$ cat src/hw/tfm_consts.svh
// register offsets, field positions and timing figures of the monitor block
`ifndef TFM_CONSTS_SVH
`define TFM_CONSTS_SVH
`define TFM_ADDR_TX_SEL    8'h19
`define TFM_ADDR_TX_SAMPLE 8'h1a
`define TFM_ADDR_RX_SEL    8'h1e
`define TFM_ADDR_RX_SAMPLE 8'h1f
`define TFM_ADDR_CNT_HIGH  8'h25
`define TFM_ADDR_PATH_LOW  8'h26
`define TFM_ADDR_SYNC_LOW  8'h27
`define TFM_SEL_RESET      8'h00
`define TFM_BYTE_ZERO      8'h00
`define TFM_CNT_ZERO       12'h000
`define TFM_CNT_ONE        12'h001
`define TFM_CNT_MAX        12'hfff
`define TFM_CHAN_MSB       4
`define TFM_CHAN_ONE       5'h01
`define TFM_LAST_BIT_IDX   3'h7
`define TFM_CLK_MHZ        100
`define TFM_LONG_PERIOD_MS 1000
`define TFM_SHORT_PERIOD_MS 42
`define TFM_MS_TO_CYC(ms)  ((ms) * 1000 * `TFM_CLK_MHZ)
`define TFM_TMR_ZERO       32'h0000_0000
`define TFM_TMR_ONE        32'h0000_0001
`endif

$ cat src/hw/tfm_pkg.sv
// shared types of the frame error and channel monitor block
package tfm_pkg;
  typedef logic [11:0] tfm_count_t;
  typedef logic [7:0]  tfm_byte_t;
  typedef logic [4:0]  tfm_chan_t;
endpackage

$ cat src/hw/tfm_ds0_mon.sv
// captures one selected 64 kbit/s channel into a byte register
`timescale 1ns/1ps
`include "tfm_consts.svh"
module tfm_ds0_mon (
  input  wire logic              ref_clk_i,
  input  wire logic              rst_i,
  input  wire logic              bit_stb_i,
  input  wire logic              bit_i,
  input  wire tfm_pkg::tfm_chan_t slot_i,
  input  wire logic [2:0]        bit_idx_i,
  input  wire tfm_pkg::tfm_chan_t sel_i,
  output tfm_pkg::tfm_byte_t     sample_o
);
  tfm_pkg::tfm_byte_t shift_reg;
  tfm_pkg::tfm_byte_t sample_reg;
  logic               hit;
  tfm_pkg::tfm_chan_t sel_chan;

  // the select field codes channel n as n-1, so field 5 picks channel 6;
  // codes above 23 name no channel and never match a slot
  assign sel_chan = sel_i + `TFM_CHAN_ONE; // [RULE8] [RULE9]
  assign hit      = bit_stb_i && (slot_i == sel_chan);

  // first bit of the slot enters first and ends up in bit 7
  always_ff @(posedge ref_clk_i or posedge rst_i) begin
    if (rst_i) begin
      shift_reg <= `TFM_BYTE_ZERO;
    end else if (hit) begin
      shift_reg <= {shift_reg[6:0], bit_i}; // [RULE11]
    end
  end

  // refresh only once the eighth bit is in, so a read never sees a torn byte
  always_ff @(posedge ref_clk_i or posedge rst_i) begin
    if (rst_i) begin
      sample_reg <= `TFM_BYTE_ZERO;
    end else if (hit && bit_idx_i == `TFM_LAST_BIT_IDX) begin
      sample_reg <= {shift_reg[6:0], bit_i}; // [RULE14] [RULE7]
    end
  end

  assign sample_o = sample_reg;
endmodule

$ cat src/hw/tfm_top.sv
// frame error counters and transmit/receive channel monitors of a t1 framer
// Functional notes
// [RULE1] path counter: d4 counts ft errors, fs too if enabled; esf counts crc6
// [RULE2] out-of-sync mode: second counter adds one per multiframe spent unsynced
// [RULE3] out-of-sync mode keeps counting while receive sync is lost
// [RULE4] f-bit mode: second counter counts ft errors in d4, fps errors in esf
// [RULE5] f-bit mode: second counter is frozen while receive sync is lost
// [RULE6] second counter is 12 bits: high nibble at 25, low byte at 27
// [RULE7] one transmit and one receive channel are monitored at once
// [RULE8] transmit select field picks the channel shown in transmit sample
// [RULE9] receive select field picks the channel shown in receive sample
// [RULE10] software writes select fields in binary, channel n coded as n-1
// [RULE11] sample bit 7 holds first bit of channel, bit 0 the last
// [RULE12] counters move to readable copies every second or every 42 ms
// [RULE13] counters saturate at all ones and never roll over
// [RULE14] channel sample refreshed once per frame after all eight bits
`timescale 1ns/1ps
`include "tfm_consts.svh"
module tfm_top #(
  parameter int unsigned LONG_PERIOD_CYC  =
    `TFM_MS_TO_CYC(`TFM_LONG_PERIOD_MS),
  parameter int unsigned SHORT_PERIOD_CYC =
    `TFM_MS_TO_CYC(`TFM_SHORT_PERIOD_MS)
) (
  input  wire logic               ref_clk_i,
  input  wire logic               rst_i,
  // parallel control port
  input  wire logic [7:0]         addr_i,
  input  wire logic               wr_i,
  input  wire logic               rd_i,
  input  wire tfm_pkg::tfm_byte_t wdata_i,
  output tfm_pkg::tfm_byte_t      rdata_o,
  // configuration held elsewhere in the framer
  input  wire logic               framing_format_select_i,
  input  wire logic               count_fs_errors_select_i,
  input  wire logic               out_of_sync_count_select_i,
  input  wire logic               timer_period_select_i,
  // receive framer events
  input  wire logic               receive_sync_lost_i,
  input  wire logic               ft_err_i,
  input  wire logic               fs_err_i,
  input  wire logic               fps_err_i,
  input  wire logic               crc6_err_i,
  input  wire logic               rx_mf_stb_i,
  // receive and transmit channel bit streams, and the period pulse output
  input  wire logic               rx_bit_stb_i,
  input  wire logic               rx_bit_i,
  input  wire tfm_pkg::tfm_chan_t rx_slot_i,
  input  wire logic [2:0]         rx_bit_idx_i,
  input  wire logic               tx_bit_stb_i,
  input  wire logic               tx_bit_i,
  input  wire tfm_pkg::tfm_chan_t tx_slot_i,
  input  wire logic [2:0]         tx_bit_idx_i,
  output logic                    period_tick_o
);
  tfm_pkg::tfm_byte_t tx_monitor_select_control_reg;
  tfm_pkg::tfm_byte_t rx_monitor_select_control_reg;
  tfm_pkg::tfm_byte_t tx_channel_sample;
  tfm_pkg::tfm_byte_t rx_channel_sample;
  tfm_pkg::tfm_byte_t rdata_reg;
  tfm_pkg::tfm_byte_t rdata_next;
  tfm_pkg::tfm_count_t path_violation_counter_reg;
  tfm_pkg::tfm_count_t path_violation_counter_next;
  tfm_pkg::tfm_count_t sync_loss_or_fbit_counter_reg;
  tfm_pkg::tfm_count_t sync_loss_or_fbit_counter_next;
  tfm_pkg::tfm_count_t path_latched_reg;
  tfm_pkg::tfm_count_t sync_latched_reg;
  logic [31:0]         tmr_reg;
  logic [31:0]         tmr_last;
  logic                tick;
  logic                unsynced_mf_reg;
  logic                path_evt;
  logic                fbit_evt;
  logic                mos_evt;
  logic                sync_evt;

  // saturating step shared by both counters
  function automatic tfm_pkg::tfm_count_t sat_step(
    input tfm_pkg::tfm_count_t cnt,
    input logic                en
  );
    sat_step = cnt;
    if (en && cnt != `TFM_CNT_MAX) begin
      sat_step = cnt + `TFM_CNT_ONE; // [RULE13]
    end
  endfunction

  // next value of a counter: a new period restarts it with this cycle's event
  function automatic tfm_pkg::tfm_count_t cnt_next(
    input tfm_pkg::tfm_count_t cnt,
    input logic                en,
    input logic                restart
  );
    if (restart) begin
      cnt_next = en ? `TFM_CNT_ONE : `TFM_CNT_ZERO;
    end else begin
      cnt_next = sat_step(cnt, en);
    end
  endfunction

  // period timer; switching period mid-run takes effect at once, a count already past the new end wraps on the next edge
  assign tmr_last = timer_period_select_i ? SHORT_PERIOD_CYC - `TFM_TMR_ONE
                                          : LONG_PERIOD_CYC - `TFM_TMR_ONE;
  assign tick     = (tmr_reg >= tmr_last);

  always_ff @(posedge ref_clk_i or posedge rst_i) begin
    if (rst_i) begin
      tmr_reg <= `TFM_TMR_ZERO;
    end else if (tick) begin
      tmr_reg <= `TFM_TMR_ZERO; // [RULE12]
    end else begin
      tmr_reg <= tmr_reg + `TFM_TMR_ONE;
    end
  end

  // path errors depend on framing; all of them stop while sync is lost
  always_comb begin
    if (framing_format_select_i) begin
      path_evt = crc6_err_i; // [RULE1]
    end else begin
      path_evt = ft_err_i || (count_fs_errors_select_i && fs_err_i); // [RULE1]
    end
    path_evt = path_evt && !receive_sync_lost_i;
  end

  // f-bit errors are masked during loss of sync, multiframe counts are not
  assign fbit_evt = (framing_format_select_i ? fps_err_i : ft_err_i) &&
                    !receive_sync_lost_i; // [RULE4] [RULE5]
  assign mos_evt  = rx_mf_stb_i &&
                    (unsynced_mf_reg || receive_sync_lost_i); // [RULE2] [RULE3]
  assign sync_evt = out_of_sync_count_select_i ? mos_evt : fbit_evt;

  // remembers a sync loss seen anywhere inside the current multiframe
  always_ff @(posedge ref_clk_i or posedge rst_i) begin
    if (rst_i) begin
      unsynced_mf_reg <= 1'b0;
    end else if (rx_mf_stb_i) begin
      unsynced_mf_reg <= 1'b0;
    end else if (receive_sync_lost_i) begin
      unsynced_mf_reg <= 1'b1; // [RULE2]
    end
  end

  assign path_violation_counter_next =
    cnt_next(path_violation_counter_reg, path_evt, tick);
  assign sync_loss_or_fbit_counter_next =
    cnt_next(sync_loss_or_fbit_counter_reg, sync_evt, tick);

  // live counters
  always_ff @(posedge ref_clk_i or posedge rst_i) begin
    if (rst_i) begin
      path_violation_counter_reg    <= `TFM_CNT_ZERO;
      sync_loss_or_fbit_counter_reg <= `TFM_CNT_ZERO;
    end else begin
      path_violation_counter_reg    <= path_violation_counter_next;
      sync_loss_or_fbit_counter_reg <= sync_loss_or_fbit_counter_next;
    end
  end

  // readable copies hold the previous period for a whole period
  always_ff @(posedge ref_clk_i or posedge rst_i) begin
    if (rst_i) begin
      path_latched_reg <= `TFM_CNT_ZERO;
      sync_latched_reg <= `TFM_CNT_ZERO;
    end else if (tick) begin
      path_latched_reg <= path_violation_counter_reg; // [RULE12]
      sync_latched_reg <= sync_loss_or_fbit_counter_reg; // [RULE12]
    end
  end

  // writable select registers; all eight bits are kept for read-back
  always_ff @(posedge ref_clk_i or posedge rst_i) begin
    if (rst_i) begin
      tx_monitor_select_control_reg <= `TFM_SEL_RESET;
      rx_monitor_select_control_reg <= `TFM_SEL_RESET;
    end else if (wr_i) begin
      if (addr_i == `TFM_ADDR_TX_SEL) begin
        tx_monitor_select_control_reg <= wdata_i; // [RULE10]
      end
      if (addr_i == `TFM_ADDR_RX_SEL) begin
        rx_monitor_select_control_reg <= wdata_i; // [RULE10]
      end
    end
  end

  // the two channel monitors run independently of each other
  tfm_ds0_mon u_tx_mon (
    .ref_clk_i (ref_clk_i),
    .rst_i     (rst_i),
    .bit_stb_i (tx_bit_stb_i),
    .bit_i     (tx_bit_i),
    .slot_i    (tx_slot_i),
    .bit_idx_i (tx_bit_idx_i),
    .sel_i     (tx_monitor_select_control_reg[`TFM_CHAN_MSB:0]), // [RULE8]
    .sample_o  (tx_channel_sample)
  );

  tfm_ds0_mon u_rx_mon (
    .ref_clk_i (ref_clk_i),
    .rst_i     (rst_i),
    .bit_stb_i (rx_bit_stb_i),
    .bit_i     (rx_bit_i),
    .slot_i    (rx_slot_i),
    .bit_idx_i (rx_bit_idx_i),
    .sel_i     (rx_monitor_select_control_reg[`TFM_CHAN_MSB:0]), // [RULE9]
    .sample_o  (rx_channel_sample)
  );

  // read decode; unmapped offsets answer zero
  always_comb begin
    case (addr_i)
      `TFM_ADDR_TX_SEL:    rdata_next = tx_monitor_select_control_reg;
      `TFM_ADDR_TX_SAMPLE: rdata_next = tx_channel_sample; // [RULE8]
      `TFM_ADDR_RX_SEL:    rdata_next = rx_monitor_select_control_reg;
      `TFM_ADDR_RX_SAMPLE: rdata_next = rx_channel_sample; // [RULE9]
      `TFM_ADDR_CNT_HIGH:  rdata_next = {sync_latched_reg[11:8],
                                         path_latched_reg[11:8]}; // [RULE6]
      `TFM_ADDR_PATH_LOW:  rdata_next = path_latched_reg[7:0];
      `TFM_ADDR_SYNC_LOW:  rdata_next = sync_latched_reg[7:0]; // [RULE6]
      default:             rdata_next = `TFM_BYTE_ZERO;
    endcase
  end

  // read data is registered and holds until the next read
  always_ff @(posedge ref_clk_i or posedge rst_i) begin
    if (rst_i) begin
      rdata_reg <= `TFM_BYTE_ZERO;
    end else if (rd_i) begin
      rdata_reg <= rdata_next;
    end
  end

  assign rdata_o       = rdata_reg;
  assign period_tick_o = tick;
endmodule

$ cat config.mk
export PLATFORM = sky130hd
export DESIGN_NAME = tfm_top
export DESIGN_NICKNAME = d
export VERILOG_FILES = /design/src/hw/tfm_pkg.sv /design/src/hw/tfm_ds0_mon.sv /design/src/hw/tfm_top.sv
export VERILOG_INCLUDE_DIRS = /design/src /design/src/hw
export SDC_FILE = /design/constraint.sdc
export NUM_CORES = 1
export LEC_CHECK = 0
export BUFFER_PORTS_ARGS = -buffer_cell sky130_fd_sc_hd__buf_2
export CAP_MARGIN = 40
export CELL_PAD_IN_SITES_DETAIL_PLACEMENT = 0
export CELL_PAD_IN_SITES_GLOBAL_PLACEMENT = 1
export CORE_MARGIN = 2
export CORE_UTILIZATION = 43
export DETAILED_ROUTE_END_ITERATION = 10
export GPL_ROUTABILITY_DRIVEN = 0
export PLACE_DENSITY_LB_ADDON = 0.15
export SLEW_MARGIN = 15
export SYNTH_ARGS = -nofsm -noshare
export SYNTH_HDL_FRONTEND = slang
export SYNTH_HIERARCHICAL = 1
export SYNTH_SLANG_ARGS = --single-unit
$ cat constraint.sdc
create_clock -name ref_clk_i -period 3.12 [get_ports ref_clk_i]
set_clock_uncertainty 0.2 [all_clocks]
set_input_delay 0.468 -clock ref_clk_i [delete_from_list [all_inputs] [get_ports ref_clk_i]]
set_output_delay 0.468 -clock ref_clk_i [all_outputs]
set_load 0.02 [all_outputs]
Word-level counts from Yosys, hierarchy flattened
Cells that the tools add are included.
{ "totals": {"reg_bits": 135, "wordCells": 64, "inputBits": 50} }
{ "op_classes": {"n_eq_ne": 13, "reduce_logical": 18, "n_lt_le_gt_ge": 1, "addsub": 5, "mux": 14} }
{ "ops": {"columns": ["op", "count"], "rows": [
  ["8-bit one-hot mux with 7 select lines", 1],
  ["12-bit 2-to-1 mux", 4],
  ["32-bit by 1-bit adder with 32-bit output (second input constant)", 1],
  ["8-bit by 5-bit equality test with 1-bit output (second input constant)", 4],
  ["32-bit by 27-bit greater-or-equal comparator with 1-bit output", 1],
  ["32-bit 2-to-1 mux", 1],
  ["27-bit 2-to-1 mux", 1],
  ["12-bit by 1-bit adder with 12-bit output (second input constant)", 2],
  ["8-bit by 6-bit equality test with 1-bit output (second input constant)", 3],
  ["12-bit inequality test (second input constant)", 2],
  ["5-bit by 1-bit adder with 5-bit output (second input constant)", 2],
  ["5-bit equality test", 2],
  ["1-bit logical AND", 10],
  ["1-bit 2-to-1 mux", 7],
  ["3-bit equality test (second input constant)", 2],
  ["2-bit nonzero test", 3],
  ["2-bit AND reduction", 2],
  ["1-bit logical OR", 2],
  ["1-bit zero test", 1]
]} }

Longest topological paths before layout
{ "depth": {"ltp_word": 7, "depth_mapped": 10} }

Modules after synthesis
Netlist, hierarchy kept.
{ "modules_own_cells": {"columns": ["mod", "cells_per_inst", "n_inst", "area_per_inst_um2"], "rows": [
  ["tfm_top", 495, 1, 5338.9],
  ["tfm_ds0_mon", 48, 2, 719.4]
]} }

Least setup slack after synthesis
OpenSTA, ideal clock, no wires.
{ "synth_path": {"path_kind": "input port to output port", "start": "input timer_period_select_i", "end": "output period_tick_o", "t_required_ns": 2.452, "stages": 9, "slack_ns": 0.471, "n_path_buf": 2, "arrival_time_ns": 1.981, "cell_sequence": "inv_1 -> ha_1 -> a211oi_1 -> a21oi_1 -> nor3_1 -> a21oi_1 -> nand3b_1 -> buf_2 -> buf_2"} }
{ "synth_via": {"elab_chain_len": 2} }
{ "synth_lines": {"columns": ["element", "line_no", "rtl"], "rows": [
  ["from (decl)", "tfm_top.sv:37", "input wire logic timer_period_select_i,"],
  ["27-bit 2-to-1 mux (no source line)", null, null],
  ["32-bit by 27-bit greater-or-equal comparator with 1-bit output", "tfm_top.sv:104", "assign tick = (tmr_reg >= tmr_last);"],
  ["to (decl)", "tfm_top.sv:54", "output logic period_tick_o"]
]} }
No other way between the ends.

Worst setup path in the final report
{ "layout_path": {"start": "register tmr_reg[10]", "end": "output period_tick_o"} }
{ "layout_via": {"elab_chain_len": 1} }
{ "layout_lines": {"columns": ["element", "line_no", "rtl"], "rows": [
  ["from (decl)", "tfm_top.sv:68", "logic [31:0] tmr_reg;"],
  ["from (signal assigned)", "tfm_top.sv:108", "tmr_reg <= `TFM_TMR_ZERO;"],
  ["from (signal assigned)", "tfm_top.sv:110", "tmr_reg <= `TFM_TMR_ZERO;"],
  ["from (signal assigned)", "tfm_top.sv:112", "tmr_reg <= tmr_reg + `TFM_TMR_ONE;"],
  ["32-bit by 27-bit greater-or-equal comparator with 1-bit output", "tfm_top.sv:104", null]
]} }
No other way between the ends.

==> impl_metrics.tcl <==
set metrics [dict create \
    relSlewSlack_pct 52.1 \
    die_y_um 130 \
    fmax_ghz 0.341 \
    syn-cell-area_mm2 0.00678 \
    worstPathArrival_ns 2.27 \
    drive_above_1_share_pct 28.4 \
    status "finished clean" \
    cp-start-kind "flip-flop" \
    grt_overflow 0 \
    synth_top_area_share_pct 49.8 \
    power_density_mw_per_mm2 495 \
    ff2ff_path_depth 9 \
    hold_viol_final 0 \
    cts_root_buf "clkbuf_16" \
    yosys_warnings 6 \
    worstHoldStart "wdata_i[0]" \
    required_ns 2.45 \
    ctsLongestPathBuffers 2 \
    ir_worst_vdd_mv 0.382 \
    drt-total-wl_mm 14.2 \
    grt_first_pass_wirelength_mm 23.6 \
    reg2reg_from "tmr_reg[23]" \
    fin_crit_sh_pct 94.1 \
    numCtsBuffers 17 \
    synth_flop_cell "dfrtp_1" \
    synth_most_common_cell "dfrtp_1" \
    regToRegEndpoint "tmr_reg[3]" \
    post_drt_wl_per_cell_um 15.9 \
    syn_inst 591 \
    async_reset_ff_share_pct 100 \
    die_area_mm2 0.0168 \
    hold_depth 2 \
    post-route-min-period_ns 2.94 \
    drc 0 \
    initial_core_util_pct 44.3 \
    tightest_slew_ns 0.713 \
    htree_levels 4 \
    port_buffers 58 \
    reg2reg_slack_ns 0.33 \
    grt_max_degree 64 \
    vias_per_cell 5.20 \
    grt_pass1_vias 4661 \
    synthTopCellsByArea "dfrtp_1, mux2_2, nor2_1" \
    grtUsageTotal_pct 18.3 \
    rsz0062_at_grt "no" \
    clk-insertion-delay-late_ns 0.42 \
    largest_reg_flops 32 \
    ant_nets 0 \
    synth.distinct_cells 46 \
    dpl_worst_slack_ns -0.0333 \
    cap_violations 0 \
    antenna_found_initial 0 \
    layout_setup_ws_ns 0.184 \
    die_w_um 130 \
    layout.nets 736 \
    seq_area_frac_synth_pct 49.8 \
    diodes 0 \
    dr.pass1.iters 4 \
    p_total_w 0.00393 \
    dr_total_vias 4629 \
    cp_max_fo 5 \
    syn_avg_cell_area_um2 11.5 \
    post-cts-setup-buffer-count 0 \
    io_pins 59 \
    synth_edf_count 0 \
    core_area_mm2 0.0153 \
    cts_tree "done" \
    final-max-slew-violation-count 0 \
    hold_path.class "in2reg" \
    hpwl_mm 10.5 \
    drt_iter0_drc 274 \
    leakage_nw 3.65 \
    cts.sinks 135 \
    endpoint_kind "primary output" \
    num_rows 45 \
    clk_pin_slew_ns 0.06 \
    yosys.area.top_type "dfrtp_1" \
    critical_path_class "reg2out" \
    ys_seq_elements 135 \
    setup_viol 0 \
    worstHoldEndpoint "tx_monitor_select_control_reg[0]" \
    synth_commonest_cells "dfrtp_1, nor2_1, mux2_2, xnor2_1, xor2_1" \
    area_growth_pct 17.3 \
]
## stage by stage
step / area [µm²] / instances / setup TNS [ns] / hold slack [ns] / util [%]
final: 7950 / 890 / 0 / 0.0990 / 51.9
after global routing: 7950 / 890 / 0 / 0.0803 / 51.9
after detailed placement: 7340 / 856 / -0.774 / 0.254 / 48.0
after global placement: 7340 / 856 / 0 / 0.249 / 48.0
after CTS: 7930 / 890 / 0 / 0.0847 / 51.8
after floorplan: 6790 / 594 / 0 / 0.169 / -
## cell families after synthesis
logic type,count (synthesis),share of synthesized area [%]
xor gates and xnor gates,58,7.49
adders and majority gates,20,3.69
and+or+nand+nor,183,14.2
AOI/OAI and AO/OA,61,6.20
muxes,91,15.8
buffers and inverters,42,2.77
DFF,135,49.8
other,1,0.0553
## critical path, stage by stage, from the launching register on
cell	delay [ns]
dfrtp_1	0.44
ha_1	0.33
a211oi_1	0.24
a21oi_1	0.11
nor3_2	0.19
a21oi_2	0.09
nand3b_1	0.21
clkbuf_4	0.23
## final cells by class
cell class	count	area [µm²]
well taps	211	264
flip-flops and latches	135	3380
inverters	24	93.8
repair buffers	71	408
multi-input cells	417	3240
clock buffers	20	467
clock inverters	12	101
fillers	1399	7360
## where the power goes
group	leakage [nW]	switching, W	internal [W]
Combinational	1.52	0.000121	0.0000979
Clock	0.270	0.000743	0.00115
Sequential	1.86	0.0000298	0.00179
Total	3.65	0.000893	0.00304
## worst max-delay path by stage
stage / startpoint / to / cells after the start
after floorplan: timer_period_select_i / period_tick_o / 9
after global placement: timer_period_select_i / path_latched_reg[4] / 9
after detailed placement: timer_period_select_i / tmr_reg[19] / 10
after CTS: tmr_reg[24] / period_tick_o / 6
after global routing: tmr_reg[23] / period_tick_o / 7
final: tmr_reg[10] / period_tick_o / 7
## per-layer routing
metal / track usage, % / wire (µm) / up-vias / share of wire (%)
met5: 0 / 0 / - / 0
met4: 4.93 / 150 / 0 / 1.1
met1: 24.2 / 6760 / 2300 / 48
li1: - / - / 2247 / -
met2: 29.7 / 6820 / 67 / 48
met3: 5.20 / 435 / 15 / 3.1
## layout by cell type, fill, tap and decap left out, types with 16 or more instances in the layout
master	count
mux2_2	63
dfrtp_1	135
xor2_1	29
mux2_4	16
ha_1	20
nor2_1	70
inv_1	23
nand3_1	22
buf_2	57
clkbuf_16	17
nand2_1	26
xnor2_1	29
## timing repair
item	CTS	global route
hold buffers	2	0
setup endpoints to repair	0	1
endpoints found under the hold margin	48	0
resized for setup	0	4
Power figures use the tool's default switching activity.
